[src/common/iowst_regs.vh]
// Register indices, field positions, reset values and timing constants of the I/O window block
`ifndef IOWST_REGS_VH
`define IOWST_REGS_VH

// ----------------------------------------------------------------------------
// Address map
// ----------------------------------------------------------------------------
`define IOWST_SPACE_HI      8'h80   // Offset bits [11:4] of the compatibility space (base + 800h)
`define IOWST_IDX_WIN_EN    4'h6    // Window enable register
`define IOWST_IDX_CTRL      4'h7    // io_window_control
`define IOWST_IDX_W0_BASE   4'h8    // io_window0_start_low, then start high, end low, end high
`define IOWST_IDX_W1_BASE   4'hc    // io_window1_start_low, then start high, end low, end high
`define IOWST_OFS_START_LO  2'h0
`define IOWST_OFS_START_HI  2'h1
`define IOWST_OFS_END_LO    2'h2
`define IOWST_OFS_END_HI    2'h3

// ----------------------------------------------------------------------------
// Fields and reset values
// ----------------------------------------------------------------------------
`define IOWST_BIT_W0_EN     6
`define IOWST_BIT_W1_EN     7
`define IOWST_EN_RSVD_MASK  8'hdf   // Bit 5 of the enable register reads zero
`define IOWST_CTRL_NIB_W    4       // Control nibble width per window: long, short, auto, fixed
`define IOWST_NIB_LONG      3
`define IOWST_NIB_SHORT     2
`define IOWST_NIB_AUTO      1
`define IOWST_NIB_FIXED     0
`define IOWST_RST_BYTE      8'h00

// ----------------------------------------------------------------------------
// Timing
// ----------------------------------------------------------------------------
`define IOWST_CLK_PERIOD_NS 20      // CORE_CLK period
`define IOWST_ISA_CYCLE_NS  125     // One ISA-equivalent bus cycle
`define IOWST_LEN_SHORT8    3'h3    // Shortened 8-bit cycle, in ISA cycles
`define IOWST_LEN_STD8      3'h4    // Standard 8-bit cycle, in ISA cycles
`define IOWST_LEN_STD16     3'h3    // Standard 16-bit cycle, in ISA cycles

`endif

[src/rtl/iowst_win.v]
// One I/O window: address match, transfer width and cycle length
`timescale 1ns/100ps
`default_nettype none
`include "iowst_regs.vh"

module iowst_win (
  input  wire [15:0] addr,      // Host I/O cycle address
  input  wire [15:0] start_addr,// Window start address
  input  wire [15:0] end_addr,  // Window end address
  input  wire        enable,    // Window enable bit
  input  wire [3:0]  ctrl,      // Window control nibble
  input  wire        card_wide, // Synchronised card 16-bit indication
  output wire        hit,       // Window claims this address
  output wire        wide,      // Transfer is 16 bits
  output wire [2:0]  len        // Cycle length in ISA cycles
);

  // ----------------------------------------------------------------------------
  // Decode and timing choice
  // ----------------------------------------------------------------------------
  // Disabled window never claims, inclusive range check
  assign hit  = enable && (addr >= start_addr) && (addr <= end_addr);
  // Auto sizing follows the card, else fixed bit
  assign wide = ctrl[`IOWST_NIB_AUTO] ? card_wide : ctrl[`IOWST_NIB_FIXED];
  // Long bit only stretches wide cycles, short bit only byte cycles
  assign len  = wide ? (`IOWST_LEN_STD16 + {2'h0, ctrl[`IOWST_NIB_LONG]})
                     : (ctrl[`IOWST_NIB_SHORT] ? `IOWST_LEN_SHORT8 : `IOWST_LEN_STD8);

endmodule
`default_nettype wire

[src/rtl/iowst_top.v]
// I/O window sizing and timing register bank with host cycle claim and timing
`timescale 1ns/100ps
`default_nettype none
`include "iowst_regs.vh"

// Overview of operation
// - Window 1 long bit stretches 16-bit cycles
// - Window 1 short bit cuts byte cycles to three
// - Window 1 auto bit takes width from card
// - Window 1 fixed bit: 0 byte, 1 word
// - Window 0 long bit stretches 16-bit cycles
// - Window 0 short bit cuts byte cycles to three
// - Window 0 auto bit takes width from card
// - Window 0 fixed bit: 0 byte, 1 word
// - Control register fully read/write, resets zero
// - Start low bytes read/write, reset zero
// - Registers mapped at base plus 800h plus index
// - Disabled window never claims host cycles
// - Start high and end bytes read/write, reset zero
module iowst_top (
  input  wire        CORE_CLK,       // Bus clock, 50 MHz
  input  wire        SYS_RST,        // Asynchronous reset, active high
  input  wire [11:0] REG_ADDR,       // Offset within the socket register space
  input  wire        REG_WE,         // Register write strobe, one cycle
  input  wire        REG_RE,         // Register read strobe, one cycle
  input  wire [7:0]  REG_WDATA,      // Register write data
  output reg  [7:0]  REG_RDATA,      // Register read data
  output reg         REG_ACK,        // Register access done, one cycle
  input  wire        IO_REQ,         // Host I/O cycle request, one cycle
  input  wire [15:0] IO_ADDR,        // Host I/O cycle address
  input  wire        CARD_WIDE_IO_N, // Card 16-bit I/O indication pin, active low
  output reg         IO_CLAIM,       // Cycle claimed, one cycle
  output reg         IO_WIN1,        // Claimed window is window 1
  output reg         IO_WIDE,        // Claimed cycle is 16 bits wide
  output reg         IO_BUSY,        // Card cycle in progress
  output reg         IO_DONE         // Card cycle finished, one cycle
);

  // ----------------------------------------------------------------------------
  // Constants and declarations
  // ----------------------------------------------------------------------------
  localparam [7:0] ISA_CLKS = (`IOWST_ISA_CYCLE_NS + `IOWST_CLK_PERIOD_NS - 1) / `IOWST_CLK_PERIOD_NS;
  localparam       ST_IDLE  = 1'b0;
  localparam       ST_RUN   = 1'b1;

  reg  [7:0]  ctrl_reg;
  reg  [7:0]  win_en_reg;
  reg  [7:0]  start_lo_reg [0:1];
  reg  [7:0]  start_hi_reg [0:1];
  reg  [7:0]  end_lo_reg   [0:1];
  reg  [7:0]  end_hi_reg   [0:1];
  reg         wide_sync1_reg;
  reg         wide_sync2_reg;
  reg         state_reg;
  reg  [7:0]  count_reg;
  reg  [7:0]  rdata_next;
  wire        in_space;
  wire [3:0]  idx;
  wire [1:0]  hit;
  wire [1:0]  wide;
  wire [2:0]  len [0:1];
  wire        pick1;
  wire [2:0]  pick_len;
  wire [10:0] pick_clks;

  // Compatibility space decode: base + 800h + index
  assign in_space = (REG_ADDR[11:4] == `IOWST_SPACE_HI);
  assign idx      = REG_ADDR[3:0];

  // ----------------------------------------------------------------------------
  // Card pin synchroniser
  // ----------------------------------------------------------------------------
  // Two flops, inverted to active high before the first flop
  always @(posedge CORE_CLK or posedge SYS_RST) begin
    if (SYS_RST) begin
      wide_sync1_reg <= 1'b0;
      wide_sync2_reg <= 1'b0;
    end else begin
      wide_sync1_reg <= ~CARD_WIDE_IO_N;
      wide_sync2_reg <= wide_sync1_reg;
    end
  end

  // ----------------------------------------------------------------------------
  // Register file
  // ----------------------------------------------------------------------------
  // Shared registers: enable and control
  always @(posedge CORE_CLK or posedge SYS_RST) begin
    if (SYS_RST) begin
      ctrl_reg   <= `IOWST_RST_BYTE;
      win_en_reg <= `IOWST_RST_BYTE;
    end else if (REG_WE && in_space) begin
      if (idx == `IOWST_IDX_CTRL) begin
        ctrl_reg <= REG_WDATA;
      end
      if (idx == `IOWST_IDX_WIN_EN) begin
        win_en_reg <= REG_WDATA & `IOWST_EN_RSVD_MASK;
      end
    end
  end

  // Per-window address bytes and window logic
  genvar w;
  generate
    for (w = 0; w < 2; w = w + 1) begin : g_win
      wire [3:0] base = w ? `IOWST_IDX_W1_BASE : `IOWST_IDX_W0_BASE;
      wire       sel  = REG_WE && in_space && (idx[3:2] == base[3:2]);

      // Address bytes, all reset to zero
      always @(posedge CORE_CLK or posedge SYS_RST) begin
        if (SYS_RST) begin
          start_lo_reg[w] <= `IOWST_RST_BYTE;
          start_hi_reg[w] <= `IOWST_RST_BYTE;
          end_lo_reg[w]   <= `IOWST_RST_BYTE;
          end_hi_reg[w]   <= `IOWST_RST_BYTE;
        end else if (sel) begin
          case (idx[1:0])
            `IOWST_OFS_START_LO: start_lo_reg[w] <= REG_WDATA;
            `IOWST_OFS_START_HI: start_hi_reg[w] <= REG_WDATA;
            `IOWST_OFS_END_LO:   end_lo_reg[w]   <= REG_WDATA;
            default:             end_hi_reg[w]   <= REG_WDATA;
          endcase
        end
      end

      iowst_win u_win (
        .addr       (IO_ADDR),
        .start_addr ({start_hi_reg[w], start_lo_reg[w]}),
        .end_addr   ({end_hi_reg[w], end_lo_reg[w]}),
        .enable     (win_en_reg[w ? `IOWST_BIT_W1_EN : `IOWST_BIT_W0_EN]),
        .ctrl       (ctrl_reg[w*`IOWST_CTRL_NIB_W +: `IOWST_CTRL_NIB_W]),
        .card_wide  (wide_sync2_reg),
        .hit        (hit[w]),
        .wide       (wide[w]),
        .len        (len[w])
      );
    end
  endgenerate

  // Read mux; unmapped indices read zero
  always @* begin
    rdata_next = `IOWST_RST_BYTE;
    if (in_space) begin
      case (idx)
        `IOWST_IDX_WIN_EN:                   rdata_next = win_en_reg;
        `IOWST_IDX_CTRL:                     rdata_next = ctrl_reg;
        `IOWST_IDX_W0_BASE:                  rdata_next = start_lo_reg[0];
        `IOWST_IDX_W0_BASE + 4'h1:           rdata_next = start_hi_reg[0];
        `IOWST_IDX_W0_BASE + 4'h2:           rdata_next = end_lo_reg[0];
        `IOWST_IDX_W0_BASE + 4'h3:           rdata_next = end_hi_reg[0];
        `IOWST_IDX_W1_BASE:                  rdata_next = start_lo_reg[1];
        `IOWST_IDX_W1_BASE + 4'h1:           rdata_next = start_hi_reg[1];
        `IOWST_IDX_W1_BASE + 4'h2:           rdata_next = end_lo_reg[1];
        `IOWST_IDX_W1_BASE + 4'h3:           rdata_next = end_hi_reg[1];
        default:                             rdata_next = `IOWST_RST_BYTE;
      endcase
    end
  end

  // Read data and acknowledge, one cycle after the strobe
  always @(posedge CORE_CLK or posedge SYS_RST) begin
    if (SYS_RST) begin
      REG_RDATA <= `IOWST_RST_BYTE;
      REG_ACK   <= 1'b0;
    end else begin
      REG_ACK <= REG_WE | REG_RE;
      if (REG_RE) begin
        REG_RDATA <= rdata_next;
      end
    end
  end

  // ----------------------------------------------------------------------------
  // Host cycle claim and timing
  // ----------------------------------------------------------------------------
  // Window 0 wins when both match
  assign pick1     = ~hit[0];
  assign pick_len  = pick1 ? len[1] : len[0];
  assign pick_clks = {8'h00, pick_len} * {3'h0, ISA_CLKS};

  // Claim, then hold busy for the chosen number of ISA cycles
  always @(posedge CORE_CLK or posedge SYS_RST) begin
    if (SYS_RST) begin
      state_reg <= ST_IDLE;
      count_reg <= 8'h00;
      IO_CLAIM  <= 1'b0;
      IO_WIN1   <= 1'b0;
      IO_WIDE   <= 1'b0;
      IO_BUSY   <= 1'b0;
      IO_DONE   <= 1'b0;
    end else begin
      IO_CLAIM <= 1'b0;
      IO_DONE  <= 1'b0;
      case (state_reg)
        ST_IDLE: begin
          if (IO_REQ && (hit != 2'b00)) begin
            state_reg <= ST_RUN;
            count_reg <= pick_clks[7:0] - 8'h01;
            IO_CLAIM  <= 1'b1;
            IO_WIN1   <= pick1;
            IO_WIDE   <= pick1 ? wide[1] : wide[0];
            IO_BUSY   <= 1'b1;
          end
        end
        ST_RUN: begin
          if (count_reg == 8'h00) begin
            state_reg <= ST_IDLE;
            IO_BUSY   <= 1'b0;
            IO_DONE   <= 1'b1;
          end else begin
            count_reg <= count_reg - 8'h01;
          end
        end
        default: begin
          state_reg <= ST_IDLE;
          IO_BUSY   <= 1'b0;
        end
      endcase
    end
  end

endmodule
`default_nettype wire

[config.mk]
export PLATFORM = sky130hd
export DESIGN_NAME = iowst_top
export DESIGN_NICKNAME = d
export VERILOG_FILES = /design/src/rtl/iowst_win.v /design/src/rtl/iowst_top.v
export VERILOG_INCLUDE_DIRS = /design/src /design/src/common
export SDC_FILE = /design/constraint.sdc
export NUM_CORES = 1
export LEC_CHECK = 0
export ABC_AREA = 1
export ABC_CLOCK_PERIOD_IN_PS = 5300
export BUFFER_PORTS_ARGS = -buffer_cell sky130_fd_sc_hd__buf_2
export CAP_MARGIN = 25
export CELL_PAD_IN_SITES_DETAIL_PLACEMENT = 0
export CELL_PAD_IN_SITES_GLOBAL_PLACEMENT = 1
export CORE_MARGIN = 1.5
export CORE_UTILIZATION = 47
export DETAILED_ROUTE_END_ITERATION = 8
export PLACE_DENSITY = 0.88
export SLEW_MARGIN = 20
export SYNTH_ARGS = -nofsm -noshare
export SYNTH_HDL_FRONTEND = slang
export SYNTH_SLANG_ARGS = --single-unit
[constraint.sdc]
create_clock -name CORE_CLK -period 5.3 [get_ports CORE_CLK]
set_input_delay 0.265 -clock CORE_CLK [delete_from_list [all_inputs] [get_ports CORE_CLK]]
set_output_delay 0.265 -clock CORE_CLK [all_outputs]
set_load 0.01 [all_outputs]
==> metrics.txt <==
final worst path period share=0.435; ys async rst share=1.00; Setup TNS=0 ps; CTS Buf Count=9; most common cell after layout, fill and taps aside=nand2_1; Antenna Cells=0; failing checks=negative hold slack; DIE WIDTH=~120 um; postcts setup bufs=0; Max Fclk=434 MHz; Rows=41; required time of the critical path=5550 ps; Cells after Synth=approximately 780; final wirelength=~18000 um; P_leak=~3.4 nW; die area=13800 um^2; CP max stage cell=nor4_2; Syn. warnings=0; clk_skew=8.11 ps; Worst path most repeated cell=nand2_1; Slew Viols, Final=0; Avg WL per Cell=between 15 and 20 um; sequential area share after synthesis=0.424; Yosys reg bits=around 100; first-pass GRT wire length=around 29000 um; clock-pin slew on the worst setup and hold paths=approximately 70 ps; Max Cap Viol=0; r2r startpoint=end_hi_reg[15]; CTS Root Cell=clkbuf_16; startpoint types=flop; CTS resizes=0; DP Worst Slack=between 3000 and 4000 ps; largest net degree at the start of global routing=between 50 and 60; pwr dens=approximately 250 nW/um^2; Avg Inst Size Synth=7.88 um^2; Multi-input gate area=about 3000 um^2; Max FO, Critical Path=4; status=finished with violations; die height=about 120 um; All-Layer GR Usage=0.289; most frequent cells in the layout=230 x nand2_1, 123 x inv_1, 104 x dfrtp_1; initial antenna violation count=0; Core ar.=around 13000 um^2; # port buffers=55; Routed Antenna Nets=0; crit-path cells=inv_1 > ha_1 > nand2_1 > nor4_2 > nand3_1 > nand2_1 > nand2_1 > nand2_1 > nand3_1 > nand3_1 > nand2_1; Pre-Repair DR Iteration Count=7; final count of hold timing violations=20; critical path endpoint category=flop; final setup vio count=0; starting density of the core=0.484; vias in the first global route=5299; synthesized cell area=6140 um^2; layout cells sized above 1=0.0975; vias after detailed routing=roughly 5400; final net count=943; Hold WS=-19.6 ps; minimum clock period=2300 ps; Slew @ Worst Pin=between 700 and 800 ps; Peak VDD IR=slightly below 0.2 mV; placed cells=~1000; R2R cell count=11; RSZ-0062 raised after global routing=false; Iter 0 DRT Violations=around 450; Post-Syn Nets=between 800 and 900; Reg-to-Reg End=count_reg[2]; # hold bufs at CTS=0; arrival time worst endpoint=between 2000 and 3000 ps; slack of the worst reg-to-reg path=about 3000 ps; Area Growth Syn to Fin=12.9%; Non-Filler Instances=between 1000 and 1500; clk buf depth=2; TritonCTS Sinks=~100; hold crit path type=in2async; num ports=between 50 and 60; Most used DFF post-synth=dfrtp_1; Fill cells=about 1300; total gr overflow=0; Setup CP Type=reg2reg; number of remaining DRC errors=0; cell family with most CP delay=simple AND/OR/NAND/NOR gates; Critical path buffers and inverters=1; Post-synth EDFFs=0; Vias/cell=approximately 5.4; post-DP HPWL=14200 um; CTS H-tree lvls=3; Rel. slew slack=0.495; Setup WS post-layout=around 3000 ps; CTS tree=built; GP Congestion=~1; footprint of the flip-flops and latches=2600 um^2; Unique masters post-synth=31; CP max stage delay=approximately 440 ps; Critical path origin=end_hi_reg[15]; worst-skew pair later-pin latency=roughly 360 ps
==> cell usage after synthesis, types with 5 or more instances <==
cell,count,area share
o21ai_0,85,0.069
o21ai_1,9,0.0073
o22ai_1,23,0.023
nand4_1,8,0.0082
ha_1,65,0.13
nor3_1,5,0.0041
buf_2,9,0.0073
nand3_1,15,0.012
inv_1,124,0.076
nor2_1,29,0.018
nand2_1,230,0.14
dfrtp_1,104,0.42
a221oi_1,7,0.010
a21oi_1,42,0.034
==> cells by family (layout without fill, tap and decap cells) <==
group,count (synthesis),in the layout,synth area share
compound gates,171,171,0.152
xor+xnor,4,4,0.00571
fa+ha+maj,65,65,0.133
buf+inv,136,198,0.0862
flops,104,104,0.424
mux,2,2,0.00347
simple gates,297,297,0.196
==> power by group <==
part / internal (mW) / total [mW] / leakage, nW / switching (mW)
logic: 0.0458 / 0.147 / 1.79 / 0.101
clock network: 0.467 / 0.793 / 0.171 / 0.326
registers: 0.797 / 0.799 / 1.41 / 0.00243
total: 1.31 / 1.74 / 3.37 / 0.429
==> worst reg2reg max path: cells and delay by family (launching register included) <==
family / cells / cell delay (ps)
adder cells (fa/ha/maj): 1 / 300
AND/OR/NAND/NOR: 9 / 1470
flip-flops: 1 / 350
buffers and inverters: 1 / 80
==> area by class of cell <==
| type | count | share of cell area |
|---|---|---|
| Multi-Input combinational cell | 539 | 0.434 |
| Sequential cell | 104 | 0.375 |
| Inverter | 126 | 0.0686 |
| Timing Repair Buffer | 56 | 0.0408 |
| Clock buffer | 9 | 0.0325 |
| Tap cell | 172 | 0.0310 |
| Clock inverter | 7 | 0.0181 |
==> stage by stage <==
stage | area, um^2 | power [mW] | hold WS, ps | utilization
2_1_floorplan | 6140 | 0.897 | 324 | -
3_3_place_gp | 6580 | 0.956 | 335 | 0.519
3_5_place_dp | 6580 | 0.961 | 343 | 0.519
4_1_cts | 6930 | 1.75 | 10.3 | 0.547
5_1_grt | 6930 | 1.80 | 39.8 | 0.547
6_report | 6930 | 1.74 | -19.6 | 0.547
==> routing by layer <==
metal  global-route usage  wire [um]  vias to the layer above
met2                0.462       8380                      166
met5                    0          0                        -
met1                0.395       8320                     2577
li1                     -          -                     2670
met3               0.0541       1100                       32
met4                0.103        498                        0
==> how the worst max path moves through the flow <==
stage / depth (start not counted) / slack [ps] / to
after detailed placement: 11 / 3070 / count_reg[1]
after floorplan: 1 / 2300 / IO_BUSY
after CTS: 11 / 3020 / count_reg[2]
after global routing: 13 / 2860 / count_reg[0]
after global placement: 11 / 3080 / count_reg[2]
final: 11 / 3000 / count_reg[2]
(Power assumes the default switching activity.)
